`config.mk`:
```
export PLATFORM = sky130hd
export DESIGN_NAME = motor_startup_brake_config
export DESIGN_NICKNAME = d
export VERILOG_FILES = /design/src/include/motor_startup_pkg.sv /design/src/hdl/motor_startup_brake_config.sv
export SDC_FILE = /design/constraint.sdc
export NUM_CORES = 1
export LEC_CHECK = 0
export BUFFER_PORTS_ARGS = -buffer_cell sky130_fd_sc_hd__buf_2
export CELL_PAD_IN_SITES_DETAIL_PLACEMENT = 0
export CELL_PAD_IN_SITES_GLOBAL_PLACEMENT = 1
export CORE_ASPECT_RATIO = 0.5
export CORE_MARGIN = 2
export CORE_UTILIZATION = 34
export DETAILED_ROUTE_END_ITERATION = 6
export PLACE_DENSITY_LB_ADDON = 0.1
export SLEW_MARGIN = 20
export SYNTH_ARGS = -nofsm -noshare
export SYNTH_HDL_FRONTEND = slang
export SYNTH_SLANG_ARGS = --single-unit
```
`constraint.sdc`:
```
create_clock -name clk -period 8.2 [get_ports clk]
set_input_delay 1.64 -clock clk [delete_from_list [all_inputs] [get_ports clk]]
set_output_delay 1.64 -clock clk [all_outputs]
set_load 0.005 [all_outputs]
```
`src/include/motor_startup_pkg.sv`:
```
`default_nettype none

package motor_startup_pkg;

  // ==========================================================
  // Register map
  // ==========================================================
  localparam logic [7:0] STARTUP_BRAKE_CONFIG_ADDR = 8'h92;
  localparam logic [7:0] STARTUP_ACCEL_CONFIG_ADDR = 8'h93;
  localparam logic [15:0] STARTUP_BRAKE_CONFIG_RESET = 16'h0000;
  localparam logic [15:0] STARTUP_ACCEL_CONFIG_RESET = 16'h0000;
  // Bit 15 of the acceleration register is reserved and reads zero
  localparam logic [15:0] ACCEL_WRITE_MASK = 16'h7FFF;

  // ==========================================================
  // Field positions (LSB of each field)
  // ==========================================================
  localparam int STATIONARY_THR_LSB = 14;
  localparam int BRAKE_CUR_SEL_BIT = 13;
  localparam int HYSTERESIS_BIT = 12;
  localparam int SPEED_DETECT_EN_BIT = 11;
  localparam int REVERSE_EN_BIT = 10;
  localparam int REVERSE_THR_LSB = 8;
  localparam int CURRENT_LSB = 6;
  localparam int RAMP_LSB = 3;
  localparam int BRAKE_TIME_LSB = 0;
  localparam int ACCEL_RANGE_BIT = 14;
  localparam int ACCEL2_LSB = 11;
  localparam int ACCEL1_LSB = 8;
  localparam int HANDOVER_LSB = 3;
  localparam int ALIGN_TIME_LSB = 0;

  // ==========================================================
  // Timing: clock period and derived cycles per millisecond
  // ==========================================================
  localparam int CLK_PERIOD_PS = 4000;
  localparam int PS_PER_MS = 1000000000;
  localparam int CYCLES_PER_MS = PS_PER_MS / CLK_PERIOD_PS;

  // ==========================================================
  // Decode tables, indexed by field code, and hand-over step and base constants
  // ==========================================================
  // Stationary window in ms
  localparam logic [15:0] STATIONARY_WINDOW_MS [4] =
    '{16'h0050, 16'h00A0, 16'h0140, 16'h0280};
  // Brake done time in ms, code 0 means braking off
  localparam logic [15:0] BRAKE_TIME_MS [8] = '{16'h0000, 16'h0A8C,
    16'h0514, 16'h029E, 16'h014A, 16'h00A0, 16'h0050, 16'h0028};
  // Align hold time in ms
  localparam logic [15:0] ALIGN_TIME_MS [8] = '{16'h14B4, 16'h0A8C,
    16'h0514, 16'h029E, 16'h014A, 16'h00A0, 16'h0050, 16'h0028};
  // Reverse/brake speed threshold in 0.1 Hz
  localparam logic [11:0] REVERSE_THR_DHZ [4] =
    '{12'h03F, 12'h082, 12'h104, 12'h1FE};
  localparam logic [5:0] BRAKE_CUR_MA [2] = '{6'h18, 6'h30};
  localparam logic [5:0] HYSTERESIS_MV [2] = '{6'h14, 6'h28};
  localparam logic [10:0] OPEN_LOOP_CURR_MA [4] =
    '{11'h0C8, 11'h190, 11'h320, 11'h640};
  localparam logic [10:0] ALIGN_CURR_MA [4] =
    '{11'h096, 11'h12C, 11'h258, 11'h4B0};
  // Ramp rate in thousandths of supply voltage per second
  localparam logic [12:0] RAMP_MVCC [8] = '{13'h1770, 13'h0BB8,
    13'h05DC, 13'h02BC, 13'h0154, 13'h00A0, 13'h0046, 13'h0017};
  // Second-order acceleration in 0.0001 Hz/s^2
  localparam logic [19:0] ACCEL2_FAST [8] = '{20'h8B290, 20'h46CD0,
    20'h222E0, 20'h10D88, 20'h080E8, 20'h03E80, 20'h019C8, 20'h00000};
  localparam logic [19:0] ACCEL2_SLOW [8] = '{20'h00898, 20'h0044C,
    20'h00226, 20'h0010E, 20'h00082, 20'h0003F, 20'h0001B, 20'h00000};
  // First-order acceleration in mHz/s
  localparam logic [16:0] ACCEL1_FAST [8] = '{17'h128E0, 17'h09470,
    17'h04A38, 17'h023F0, 17'h01194, 17'h00834, 17'h00384, 17'h0012C};
  localparam logic [16:0] ACCEL1_SLOW [8] = '{17'h012C0, 17'h00960,
    17'h004B0, 17'h00244, 17'h0010E, 17'h00082, 17'h00038, 17'h00013};
  // Hand-over threshold in 0.1 Hz: low range step, high range step/base
  localparam logic [11:0] HANDOVER_STEP_LOW = 12'h008;
  localparam logic [11:0] HANDOVER_STEP_HIGH = 12'h080;
  localparam logic [11:0] HANDOVER_BASE_HIGH = 12'h077;

endpackage

`default_nettype wire

```
`src/hdl/motor_startup_brake_config.sv`:
```
`timescale 1ns/10ps
`default_nettype none

// Summary of operation
// - Stationary when no zero cross in window
// - Brake current threshold 24 or 48 mA
// - Comparator hysteresis 20 or 40 mV
// - Speed detection runs only when enabled
// - Reverse drive only when enabled
// - Reverse or brake once speed reaches threshold
// - Open-loop current 0.2 to 1.6 A
// - Align current 0.15 to 1.2 A
// - Ramp rate falls per code, 6000 down to 23 thousandths of supply per second
// - Brake code zero disables, else timed
// - Range bit picks fast or slow table
// - Second-order acceleration table, code seven zero
// - First-order acceleration table per range
// - Low hand-over range is n times 0.8 Hz
// - High hand-over range 12.8(n-16)+11.9 Hz
// - Align time 5.3 s down to 0.04 s
// - Both registers reset to zero
module motor_startup_brake_config #(
  parameter int CYCLES_PER_MS = motor_startup_pkg::CYCLES_PER_MS
) (
  // Clock and reset
  input wire logic clk,
  input wire logic reset_n,
  // Register port
  input wire logic [7:0] regAddr,
  input wire logic regWrite,
  input wire logic [15:0] regWriteData,
  input wire logic regRead,
  output logic [15:0] regReadData,
  // Sequence requests and motor observations
  input wire logic startReq,
  input wire logic brakeReq,
  input wire logic zeroCross,
  input wire logic wrongDirection,
  input wire logic [11:0] speedDhz,
  // Sequence status
  output logic isdActive,
  output logic motorStationary,
  output logic reverseStart,
  output logic alignActive,
  output logic alignDone,
  output logic brakeActive,
  output logic brakeDone,
  // Decoded drive settings
  output logic [5:0] brakeCurrentMa,
  output logic [5:0] hysteresisMv,
  output logic [10:0] openLoopCurrentMa,
  output logic [10:0] alignCurrentMa,
  output logic [12:0] rampRateMvcc,
  output logic [19:0] accel2Value,
  output logic [16:0] accel1Value,
  output logic [11:0] handoverDhz,
  output logic handoverValid
);
  import motor_startup_pkg::*;

  // ==========================================================
  // Elaboration checks
  // ==========================================================
  localparam int TICK_W = $clog2(CYCLES_PER_MS + 1);
  localparam logic [TICK_W-1:0] TICK_LAST = TICK_W'(CYCLES_PER_MS - 1);
  generate
    if (CYCLES_PER_MS < 1)
    begin : g_bad_rate
      $error("CYCLES_PER_MS must be at least one");
    end
  endgenerate

  // ==========================================================
  // Reset release synchroniser
  // ==========================================================
  logic rstMeta_r; // First stage, read only by second
  logic rstSync_n; // Released reset for the whole block
  always_ff @(posedge clk or negedge reset_n)
  begin
    if (!reset_n)
    begin
      rstMeta_r <= 1'b0;
      rstSync_n <= 1'b0;
    end
    else
    begin
      rstMeta_r <= 1'b1;
      rstSync_n <= rstMeta_r;
    end
  end

  // ==========================================================
  // Software registers
  // ==========================================================
  logic [15:0] brakeCfg_r; // Written copy, startup and brake
  logic [15:0] accelCfg_r; // Written copy, acceleration
  logic [15:0] actBrakeCfg_r; // Copy in force for current sequence
  logic [15:0] actAccelCfg_r;
  wire hitBrake = (regAddr == STARTUP_BRAKE_CONFIG_ADDR);
  wire hitAccel = (regAddr == STARTUP_ACCEL_CONFIG_ADDR);
  // Unmapped reads return zero
  wire [15:0] readMux = hitBrake ? brakeCfg_r :
    (hitAccel ? accelCfg_r : 16'h0000);

  // Writes land in the written copy only
  always_ff @(posedge clk or negedge rstSync_n)
  begin
    if (!rstSync_n)
    begin
      brakeCfg_r <= STARTUP_BRAKE_CONFIG_RESET;
      accelCfg_r <= STARTUP_ACCEL_CONFIG_RESET;
    end
    else if (regWrite)
    begin
      if (hitBrake)
        brakeCfg_r <= regWriteData;
      // Reserved bit is dropped so it keeps reading zero
      if (hitAccel)
        accelCfg_r <= regWriteData & ACCEL_WRITE_MASK;
    end
  end

  // Read data is held between reads
  always_ff @(posedge clk or negedge rstSync_n)
  begin
    if (!rstSync_n)
      regReadData <= 16'h0000;
    else if (regRead)
      regReadData <= readMux;
  end

  // ==========================================================
  // Sequencer
  // ==========================================================
  typedef enum logic [1:0] {
    ST_IDLE = 2'b00,
    ST_DETECT = 2'b01,
    ST_ALIGN = 2'b10,
    ST_BRAKE = 2'b11
  } seq_state_e;
  seq_state_e state_r;
  seq_state_e state_nxt;
  logic [TICK_W-1:0] tickCnt_r; // Cycles within current ms
  logic [15:0] msCnt_r; // Whole ms elapsed in state

  wire idle = (state_r == ST_IDLE);
  // A request is only taken from idle, so settings can't shift mid-run
  wire takeStart = idle && startReq;
  wire takeBrakeCode = idle && !startReq && brakeReq;
  wire [2:0] brakeCodeW = brakeCfg_r[BRAKE_TIME_LSB +: 3];
  wire takeBrake = takeBrakeCode && (brakeCodeW != 3'h0);
  wire latchCfg = takeStart || takeBrake;

  // Limits come from the settings in force
  wire [2:0] brakeCode = actBrakeCfg_r[BRAKE_TIME_LSB +: 3];
  wire brakeOn = (brakeCode != 3'h0);
  wire [15:0] windowMs =
    STATIONARY_WINDOW_MS[actBrakeCfg_r[STATIONARY_THR_LSB +: 2]];
  wire [15:0] alignMs =
    ALIGN_TIME_MS[actAccelCfg_r[ALIGN_TIME_LSB +: 3]];
  wire [15:0] brakeMs = BRAKE_TIME_MS[brakeCode];
  wire [15:0] limitMs = (state_r == ST_DETECT) ? windowMs :
    ((state_r == ST_ALIGN) ? alignMs : brakeMs);
  wire tick = (tickCnt_r == TICK_LAST);
  wire elapsed = tick && ((msCnt_r + 16'h0001) == limitMs);
  wire [11:0] revThr =
    REVERSE_THR_DHZ[actBrakeCfg_r[REVERSE_THR_LSB +: 2]];
  wire slowEnough = wrongDirection && (speedDhz <= revThr);
  wire revEn = actBrakeCfg_r[REVERSE_EN_BIT];
  // A zero cross restarts the stationary window
  wire restartTimer = (state_r != state_nxt) ||
    ((state_r == ST_DETECT) && zeroCross);

  // Next state selection
  always_comb
  begin
    state_nxt = state_r;
    unique case (state_r)
      ST_IDLE:
        if (takeStart)
          state_nxt = brakeCfg_r[SPEED_DETECT_EN_BIT] ? ST_DETECT :
            ST_ALIGN;
        else if (takeBrake)
          state_nxt = ST_BRAKE;
      ST_DETECT:
        // Wrong-way motor slowed to threshold: reverse or brake
        if (slowEnough && revEn)
          state_nxt = ST_IDLE;
        else if (slowEnough && brakeOn)
          state_nxt = ST_BRAKE;
        else if (elapsed && !zeroCross)
          state_nxt = ST_ALIGN;
      ST_ALIGN:
        if (elapsed)
          state_nxt = ST_IDLE;
      ST_BRAKE:
        if (elapsed)
          state_nxt = ST_IDLE;
    endcase
  end

  // State and active settings
  always_ff @(posedge clk or negedge rstSync_n)
  begin
    if (!rstSync_n)
    begin
      state_r <= ST_IDLE;
      actBrakeCfg_r <= STARTUP_BRAKE_CONFIG_RESET;
      actAccelCfg_r <= STARTUP_ACCEL_CONFIG_RESET;
    end
    else
    begin
      state_r <= state_nxt;
      if (latchCfg)
      begin
        actBrakeCfg_r <= brakeCfg_r;
        actAccelCfg_r <= accelCfg_r;
      end
    end
  end

  // Millisecond timer, restarted on each state change
  always_ff @(posedge clk or negedge rstSync_n)
  begin
    if (!rstSync_n)
    begin
      tickCnt_r <= '0;
      msCnt_r <= 16'h0000;
    end
    else if (restartTimer)
    begin
      tickCnt_r <= '0;
      msCnt_r <= 16'h0000;
    end
    else if (tick)
    begin
      tickCnt_r <= '0;
      msCnt_r <= msCnt_r + 16'h0001;
    end
    else
      tickCnt_r <= tickCnt_r + TICK_W'(1);
  end

  // ==========================================================
  // Decoded settings, all from the copy in force
  // ==========================================================
  wire slowRange = actAccelCfg_r[ACCEL_RANGE_BIT];
  wire [2:0] acc2Code = actAccelCfg_r[ACCEL2_LSB +: 3];
  wire [2:0] acc1Code = actAccelCfg_r[ACCEL1_LSB +: 3];
  wire [4:0] hoCode = actAccelCfg_r[HANDOVER_LSB +: 5];
  wire [11:0] hoLow = HANDOVER_STEP_LOW * {8'h00, hoCode[3:0]};
  wire [11:0] hoHigh = HANDOVER_STEP_HIGH * {8'h00, hoCode[3:0]}
    + HANDOVER_BASE_HIGH;
  wire [1:0] curCode = actBrakeCfg_r[CURRENT_LSB +: 2];

  // Status and settings outputs
  always_ff @(posedge clk or negedge rstSync_n)
  begin
    if (!rstSync_n)
    begin
      isdActive <= 1'b0;
      motorStationary <= 1'b0;
      reverseStart <= 1'b0;
      alignActive <= 1'b0;
      alignDone <= 1'b0;
      brakeActive <= 1'b0;
      brakeDone <= 1'b0;
      brakeCurrentMa <= BRAKE_CUR_MA[0];
      hysteresisMv <= HYSTERESIS_MV[0];
      openLoopCurrentMa <= OPEN_LOOP_CURR_MA[0];
      alignCurrentMa <= ALIGN_CURR_MA[0];
      rampRateMvcc <= RAMP_MVCC[0];
      accel2Value <= ACCEL2_FAST[0];
      accel1Value <= ACCEL1_FAST[0];
      handoverDhz <= 12'h000;
      handoverValid <= 1'b0;
    end
    else
    begin
      isdActive <= (state_nxt == ST_DETECT);
      alignActive <= (state_nxt == ST_ALIGN);
      brakeActive <= (state_nxt == ST_BRAKE);
      motorStationary <= (state_r == ST_DETECT) &&
        (state_nxt == ST_ALIGN);
      reverseStart <= (state_r == ST_DETECT) && slowEnough &&
        revEn;
      alignDone <= (state_r == ST_ALIGN) && elapsed;
      brakeDone <= (state_r == ST_BRAKE) && elapsed;
      brakeCurrentMa <=
        BRAKE_CUR_MA[actBrakeCfg_r[BRAKE_CUR_SEL_BIT]];
      hysteresisMv <= HYSTERESIS_MV[actBrakeCfg_r[HYSTERESIS_BIT]];
      openLoopCurrentMa <= OPEN_LOOP_CURR_MA[curCode];
      alignCurrentMa <= ALIGN_CURR_MA[curCode];
      rampRateMvcc <= RAMP_MVCC[actBrakeCfg_r[RAMP_LSB +: 3]];
      accel2Value <= slowRange ? ACCEL2_SLOW[acc2Code] :
        ACCEL2_FAST[acc2Code];
      accel1Value <= slowRange ? ACCEL1_SLOW[acc1Code] :
        ACCEL1_FAST[acc1Code];
      // Code 0 0000 has no meaning; it shows as not valid
      handoverDhz <= hoCode[4] ? hoHigh : hoLow;
      handoverValid <= (hoCode != 5'h00);
    end
  end

  // ==========================================================
  // Assertions
  // ==========================================================
  a_stationary_window: assert property (
    @(posedge clk) disable iff (!rstSync_n)
    motorStationary |-> !$past(zeroCross) &&
      ($past(msCnt_r) + 16'h0001 == $past(windowMs)))
    else $error("stationary reported off its window");

  a_brake_current: assert property (
    @(posedge clk) disable iff (!rstSync_n)
    $stable(actBrakeCfg_r) |=> brakeCurrentMa ==
      ($past(actBrakeCfg_r[BRAKE_CUR_SEL_BIT]) ? 6'h30 : 6'h18))
    else $error("brake current level wrong");

  a_hyst_level: assert property (
    @(posedge clk) disable iff (!rstSync_n)
    $stable(actBrakeCfg_r) |=> hysteresisMv ==
      ($past(actBrakeCfg_r[HYSTERESIS_BIT]) ? 6'h28 : 6'h14))
    else $error("hysteresis level wrong");

  a_detect_skip: assert property (
    @(posedge clk) disable iff (!rstSync_n)
    idle && startReq && !brakeCfg_r[SPEED_DETECT_EN_BIT]
      |=> alignActive && !isdActive)
    else $error("speed detection not skipped");

  a_reverse_gate: assert property (
    @(posedge clk) disable iff (!rstSync_n)
    reverseStart |-> $past(revEn) && $past(speedDhz <= revThr))
    else $error("reverse started without enable");

  a_brake_off: assert property (
    @(posedge clk) disable iff (!rstSync_n)
    idle && brakeReq && !startReq && brakeCodeW == 3'h0
      |=> !brakeActive [*2])
    else $error("brake ran with braking off");

  a_align_length: assert property (
    @(posedge clk) disable iff (!rstSync_n)
    alignDone |-> $past(msCnt_r) + 16'h0001 ==
      ALIGN_TIME_MS[$past(actAccelCfg_r[ALIGN_TIME_LSB +: 3])])
    else $error("align time wrong");

  a_reserved_zero: assert property (
    @(posedge clk) disable iff (!rstSync_n)
    regRead && hitAccel |=> regReadData[15] == 1'b0)
    else $error("reserved bit read as one");

  a_reset_zero: assert property (
    @(posedge clk) disable iff (!reset_n)
    rstSync_n && !$past(rstSync_n) |->
      brakeCfg_r == 16'h0000 && accelCfg_r == 16'h0000)
    else $error("registers not zero after reset");

  a_config_hold: assert property (
    @(posedge clk) disable iff (!rstSync_n)
    !idle |=> $stable(actBrakeCfg_r) && $stable(actAccelCfg_r))
    else $error("settings changed mid-sequence");

endmodule

`default_nettype wire

```
==> flow_summary.toml, run 1 <==
[pwr]
vdd_ir_drop_max_v = 0.0001188
power.internal_mw = 1.786
total_leakage_power_nw = 5.137
pwr-share-comb_pct = 19.9
pwr_density_cell_nw_per_um2 = 236.3
swShare_pct = 30.71
power_frac_clock_pct = 32.7
finalPower_mw = 2.578
seq_power_share_pct = 47.4
power_switching_uw = 791.8

[floorplan]
initial_core_util_pct = 34.93
dieArea_sq_um = 28910
coreArea_sq_um = 26750
io_pins = 164
die_x_um = 238.4
row_count = 42
die_h_um = 121.2

[cts]
cts_max_level = 4
cts_sinks = 195
cts.clk_slew.worst_paths_ns = 0.08
cts-root-buf = "clkbuf_16"
numCtsBuffers = 17
hold_buffers = 0
cts_setup_buffers = 0
ctsResizeCount = 0
insertion_delay_ns = 0.46
clock_path_buffers = 2
cts_tree = "done"

[grt]
antenna_found_initial = 2
grt_overflow = 0
grt_usage_pct = 16.15
first_global_vias = 6452
grt_max_degree = 155
grt_pass1_wl_um = 35730

[synth]
synth_ff_type = "dfrtp_1"
yosysWarnings = 0
synth_top_area_share_pct = 45.26
synth_seq_cells = 195
async_flop_share_pct = 100.0
yosysSeqAreaShare_pct = 52.57
yosysUniqueCellTypes = 58
synth_area_sq_um = 9344
synth_cells = 865
avgSynthCellArea_sq_um = 10.80
synth_edf_count = 0
yosys-top-cells-area = "dfrtp_1 45%, dfstp_2 7.3%, ha_1 6.2%"
synth_top_cell_by_area = "dfrtp_1"

[timing]
fmax_mhz = 239.6
fin_tns_setup_ns = 0
rsz0062_at_grt = "no"
hold_viol_final = 0
holdWs_ns = 0.3129
slew_violations = 0
finalClockSkew_ns = 0.01085
min_period_ns = 4.173
setup_ws_ns = 4.027
slew_headroom_pct = 33.44
tightest_slew_ns = 0.9962
period_share_pct = 50.89
setup_violations = 0

[routing]
detail-route-antenna-nets = 0
num_vias = 6480
avgRoutedWirePerCell_um = 16.38
initialDrtViolationCount = 290
routed_wl_um = 22110
drc_errors = 0
drt_first_pass_iters = 6
viasPerCell = 4.800

[setup_path]
path_cells = "buf_2 > ha_1 > nor2b_1 > o21a_1 > o21ai_0 > a21oi_1 > o21ai_0 > o21a_1 > o21ai_0 > a21oi_4 > nor3_1"
r2r-start = "state_r[1]$_DFF_PN0_"
critPathLaunchType = "primary input"
cp_slowest_cell = "a21oi_4"
cp_max_fo = 34
critPathKind = "in2reg"
crit_start = "speedDhz[1]"
cp-end-kind = "flop"
cp.arrival_ns = 4.46
path_common_cell = "o21ai_0"
crit_required_ns = 8.49
crit_path_max_incr_delay_ns = 0.85

[cells_and_area]
n_antenna_cell = 0
fin_nets = 1075
n_fill_cell = 2655
layout_commonest_cell = "dfrtp_1"
syn2layout_area_growth_pct = 16.77
final_layout_size_suffix_gt1_share_pct = 27.05
fin_area_sq_um = 10910
final_cell_mix = "168 x dfrtp_1, 152 x buf_2, 58 x nor2_1"
fin_util_pct = 40.79
final_cells = 1350

[placed_design]
placed_cell_area_sq_um = 10310
place.gp.congestion = 0.8148
dpl_worst_slack_ns = 3.569
io_buffers = 152
post-place-cells = 1318
place_hpwl_um = 15410

[outcome]
outcome = "finished clean"

[min_path]
hp-class = "reg2async"

[run]
maxCapViolations = 0
==> sequential cells by signal, indices dropped and copies added (netlist names), 2 cells and up <==
| register | cells |
|---|---|
| accel2Value | 19 |
| tickCnt_r | 18 |
| accel1Value | 17 |
| brakeCfg_r | 16 |
| msCnt_r | 16 |
| regReadData | 16 |
| accelCfg_r | 15 |
| actAccelCfg_r | 15 |
| actBrakeCfg_r | 15 |
| rampRateMvcc | 13 |
| handoverDhz | 9 |
| alignCurrentMa | 8 |
| brakeCurrentMa | 2 |
| hysteresisMv | 2 |
| openLoopCurrentMa | 2 |
| state_r | 2 |
==> layer usage <==
layer	wire length, um	part of all wire [%]	vias up	GRT usage (%)
met2	10060	45	80	24.23
li1	-	-	3167	-
met1	10760	49	3206	22.22
met5	30	0.14	-	0
met3	953	4.3	23	4.936
met4	306	1.4	4	5.391
==> cell usage after synthesis (4+ instances only) <==
cell	count
or2_2	4
nor2_1	59
nor3_1	33
and2_1	13
dfrtp_1	169
buf_4	24
or3_1	4
a21oi_1	26
inv_1	52
nand3b_1	4
o21a_1	4
nand2b_1	5
nor3b_1	4
nand2_1	56
clkbuf_1	32
mux2_2	43
buf_2	5
xor2_1	21
ha_1	46
nor4_1	4
a211oi_1	6
xnor2_1	31
and3_1	10
nor4b_1	4
mux2i_1	35
o22ai_1	23
o21ai_0	43
dfstp_2	26
nand3_1	20
nand4_1	8
nor2b_1	10
==> worst paths after layout <==
path                                             end  slack [ns]  cells after the start
hold / removal             rampRateMvcc[7]$_DFF_PN0_        0.31                      0
min in group clk                 rstSync_n$_DFF_PN0_        0.36                      0
setup reg to reg              msCnt_r[5]$_DFFE_PN0P_        4.55                      8
setup / recovery              msCnt_r[5]$_DFFE_PN0P_        4.03                     11
max in group asynchronous       state_r[1]$_DFF_PN0_        6.63                      1
hold reg to reg            rampRateMvcc[7]$_DFF_PN0_        0.31                      0
==> cell type report <==
cell class / count / area, sq um / share of cell area (%)
clock inverters: 13 / 147.6 / 1.353
multi-input cells: 562 / 3951 / 36.22
inverters: 53 / 198.9 / 1.823
clock buffers: 19 / 452.9 / 4.151
repair buffers: 156 / 803.3 / 7.362
well taps: 352 / 440.4 / 4.037
flip-flops and latches: 195 / 4916 / 45.06
==> power by group through the flow <==
stage          clock network (mW)  logic (mW)  registers [mW]
3_5_place_dp                    0       0.519            1.24
4_1_cts                     0.872       0.522            1.23
5_1_grt                     0.910       0.581            1.25
3_3_place_gp                    0       0.519            1.24
6_report                    0.844       0.513            1.22
2_1_floorplan                   0       0.363            1.21
==> cells by family after synthesis <==
kind of cell             Yosys count  share of synthesized area (%)
AO/OA/AOI/OAI                    126                          8.208
adder cells (fa/ha/maj)           46                          6.160
multiplexers                      78                          8.931
flip-flops                       195                          52.57
XOR/XNOR                          52                          4.874
AND/OR/NAND/NOR                  248                          13.39
buffers and inverters            118                          5.785
other                              2                        0.08037
==> worst max-delay path, delay by kind of cell <==
family	cells	cell delay (ns)
AO/OA/AOI/OAI	7	2.10
adder cells (fa/ha/maj)	1	0.29
buffers and inverters	1	0.11
AND/OR/NAND/NOR	2	0.29
(Power assumes the default switching activity.)
==> run 2: changes to the inputs <==
Clock period 8.2 ns to 3.6 ns, I/O delays scaled along.
==> flow_summary.toml, run 2 (same netlist as run 1, synthesis figures left out) <==
[pwr]
vdd_ir_drop_max_v = 0.0003588
finalPower_mw = 5.830
power_frac_clock_pct = 32.1
total_leakage_power_nw = 5.188
seq_power_share_pct = 47.5
power.internal_mw = 4.021
pwr-share-comb_pct = 20.4
pwr_density_cell_nw_per_um2 = 531.3
swShare_pct = 31.03
power_switching_mw = 1.809

[setup_path]
cp.arrival_ns = 3.54
r2r_cells = 10
cp-end-kind = "flop"
rrSetupSlack_ns = 0.44
cp_max_fo = 12
cp_slowest_cell = "dfrtp_1"
path_cells = "nor3b_1 > a221oi_1 > or3_1 > o2111ai_1 > a2111oi_2 > nand4_2 > and2_1 > nor3_2 > inv_2 > nor2_1"
critPathLaunchType = "flop"
crit_required_ns = 3.98
critPathKind = "reg2reg"
crit_path_max_incr_delay_ns = 0.64

[timing]
slew_headroom_pct = 46.75
period_share_pct = 87.66
tightest_slew_ns = 0.7988
slew_violations = 0
finalClockSkew_ns = 0.009290
setup_violations = 0
min_period_ns = 3.156
rsz0062_at_grt = "no"
setup_ws_ns = 0.4443
fmax_mhz = 316.9
fin_tns_setup_ns = 0
hold_viol_final = 0

[routing]
avgRoutedWirePerCell_um = 16.38
detail-route-antenna-nets = 0
routed_wl_um = 22330
drc_errors = 0
drt_first_pass_iters = 5
num_vias = 6549
viasPerCell = 4.805
initialDrtViolationCount = 188

[cts]
clock_path_buffers = 2
ctsResizeCount = 0
hold_buffers = 0
insertion_delay_ns = 0.45
cts_sinks = 195
cts_setup_buffers = 0
cts_tree = "done"
cts_max_level = 4
numCtsBuffers = 17
cts-root-buf = "clkbuf_16"
cts.clk_slew.worst_paths_ns = 0.08

[cells_and_area]
final_layout_size_suffix_gt1_share_pct = 27.75
largest_register_ffs = 19
final_cells = 1363
largest_register = "accel2Value"
syn2layout_area_growth_pct = 17.43
fin_nets = 1086
fin_area_sq_um = 10970
largest_registers = "accel2Value x19, tickCnt_r x18, accel1Value x17"
final_cell_mix = "167 x dfrtp_1, 152 x buf_2, 58 x nor2_1"
layout_commonest_cell = "dfrtp_1"

[floorplan]
dieArea_sq_um = 28910
coreArea_sq_um = 26750
die_h_um = 121.2
initial_core_util_pct = 34.93
io_pins = 164
die_x_um = 238.4
row_count = 42

[grt]
grt_util_met1_pct = 21.64
met2_usage_pct = 25.22
antenna_found_initial = 3
grt_max_degree = 72
first_global_vias = 6470
grt_pass1_wl_um = 36140
use_met3_pct = 4.709
grt_usage_pct = 16.15
grt-busiest-layer = "met2"
grt_overflow = 0

[placed_design]
io_buffers = 152
place.gp.congestion = 0.8031
place_hpwl_um = 15790
placed_cell_area_sq_um = 10390
dpl_worst_slack_ns = 0.3226
post-place-cells = 1329

[min_path]
hp-class = "in2async"

[run]
maxCapViolations = 0

[outcome]
outcome = "finished clean"
## run 2: area by class of cell
type | count | area, sq um
diodes | 2 | 5.005
repair buffers | 167 | 898.4
multi-input cells | 562 | 3940
clock buffers | 20 | 456.7
flip-flops and latches | 195 | 4917
clock inverters | 12 | 116.4
well taps | 352 | 440.4
inverters | 53 | 198.9
fillers | 2634 | 15780
## run 2: power by group through the flow
stage	combinational (mW)	clock, mW	sequential (mW)
after floorplan	0.826	0	2.75
after global placement	1.20	0	2.81
after detailed placement	1.21	0	2.82
after CTS	1.21	1.93	2.78
after global routing	1.36	2.03	2.82
final	1.19	1.87	2.77
## run 2: stage by stage
stage	util, %	hold slack (ns)
4_1_cts	41.00	0.002322
6_report	41.02	0.03480
3_5_place_dp	38.86	0.3435
3_3_place_gp	38.86	0.3393
2_1_floorplan	-	0.3311
5_1_grt	41.00	0.01347
## run 2: final timing paths
path,startpoint,to
worst min-delay path,reset_n,rstMeta_r$_DFF_PN0_
worst min register to register,rstMeta_r$_DFF_PN0_,rstSync_n$_DFF_PN0_
max in group asynchronous,rstSync_n$_DFF_PN0_,accel2Value[7]$_DFF_PN1_
min in group clk,rstMeta_r$_DFF_PN0_,rstSync_n$_DFF_PN0_
worst max-delay path,actAccelCfg_r[2]$_DFFE_PN0P_,isdActive$_DFF_PN0_
worst max register to register,actAccelCfg_r[2]$_DFFE_PN0P_,isdActive$_DFF_PN0_
## run 2: critical path: cells and delay by family, from the launching register on
family | cells | cell delay (ns)
DFF | 1 | 0.64
and+or+nand+nor | 6 | 1.23
buffers and inverters | 1 | 0.06
AOI/OAI and AO/OA | 3 | 1.16
## run 2: metal layers
metal	vias to the layer above	part of all wire, %
met5	-	0
met4	0	1.4
met3	22	4.6
met2	87	47
met1	3259	47
li1	3181	-
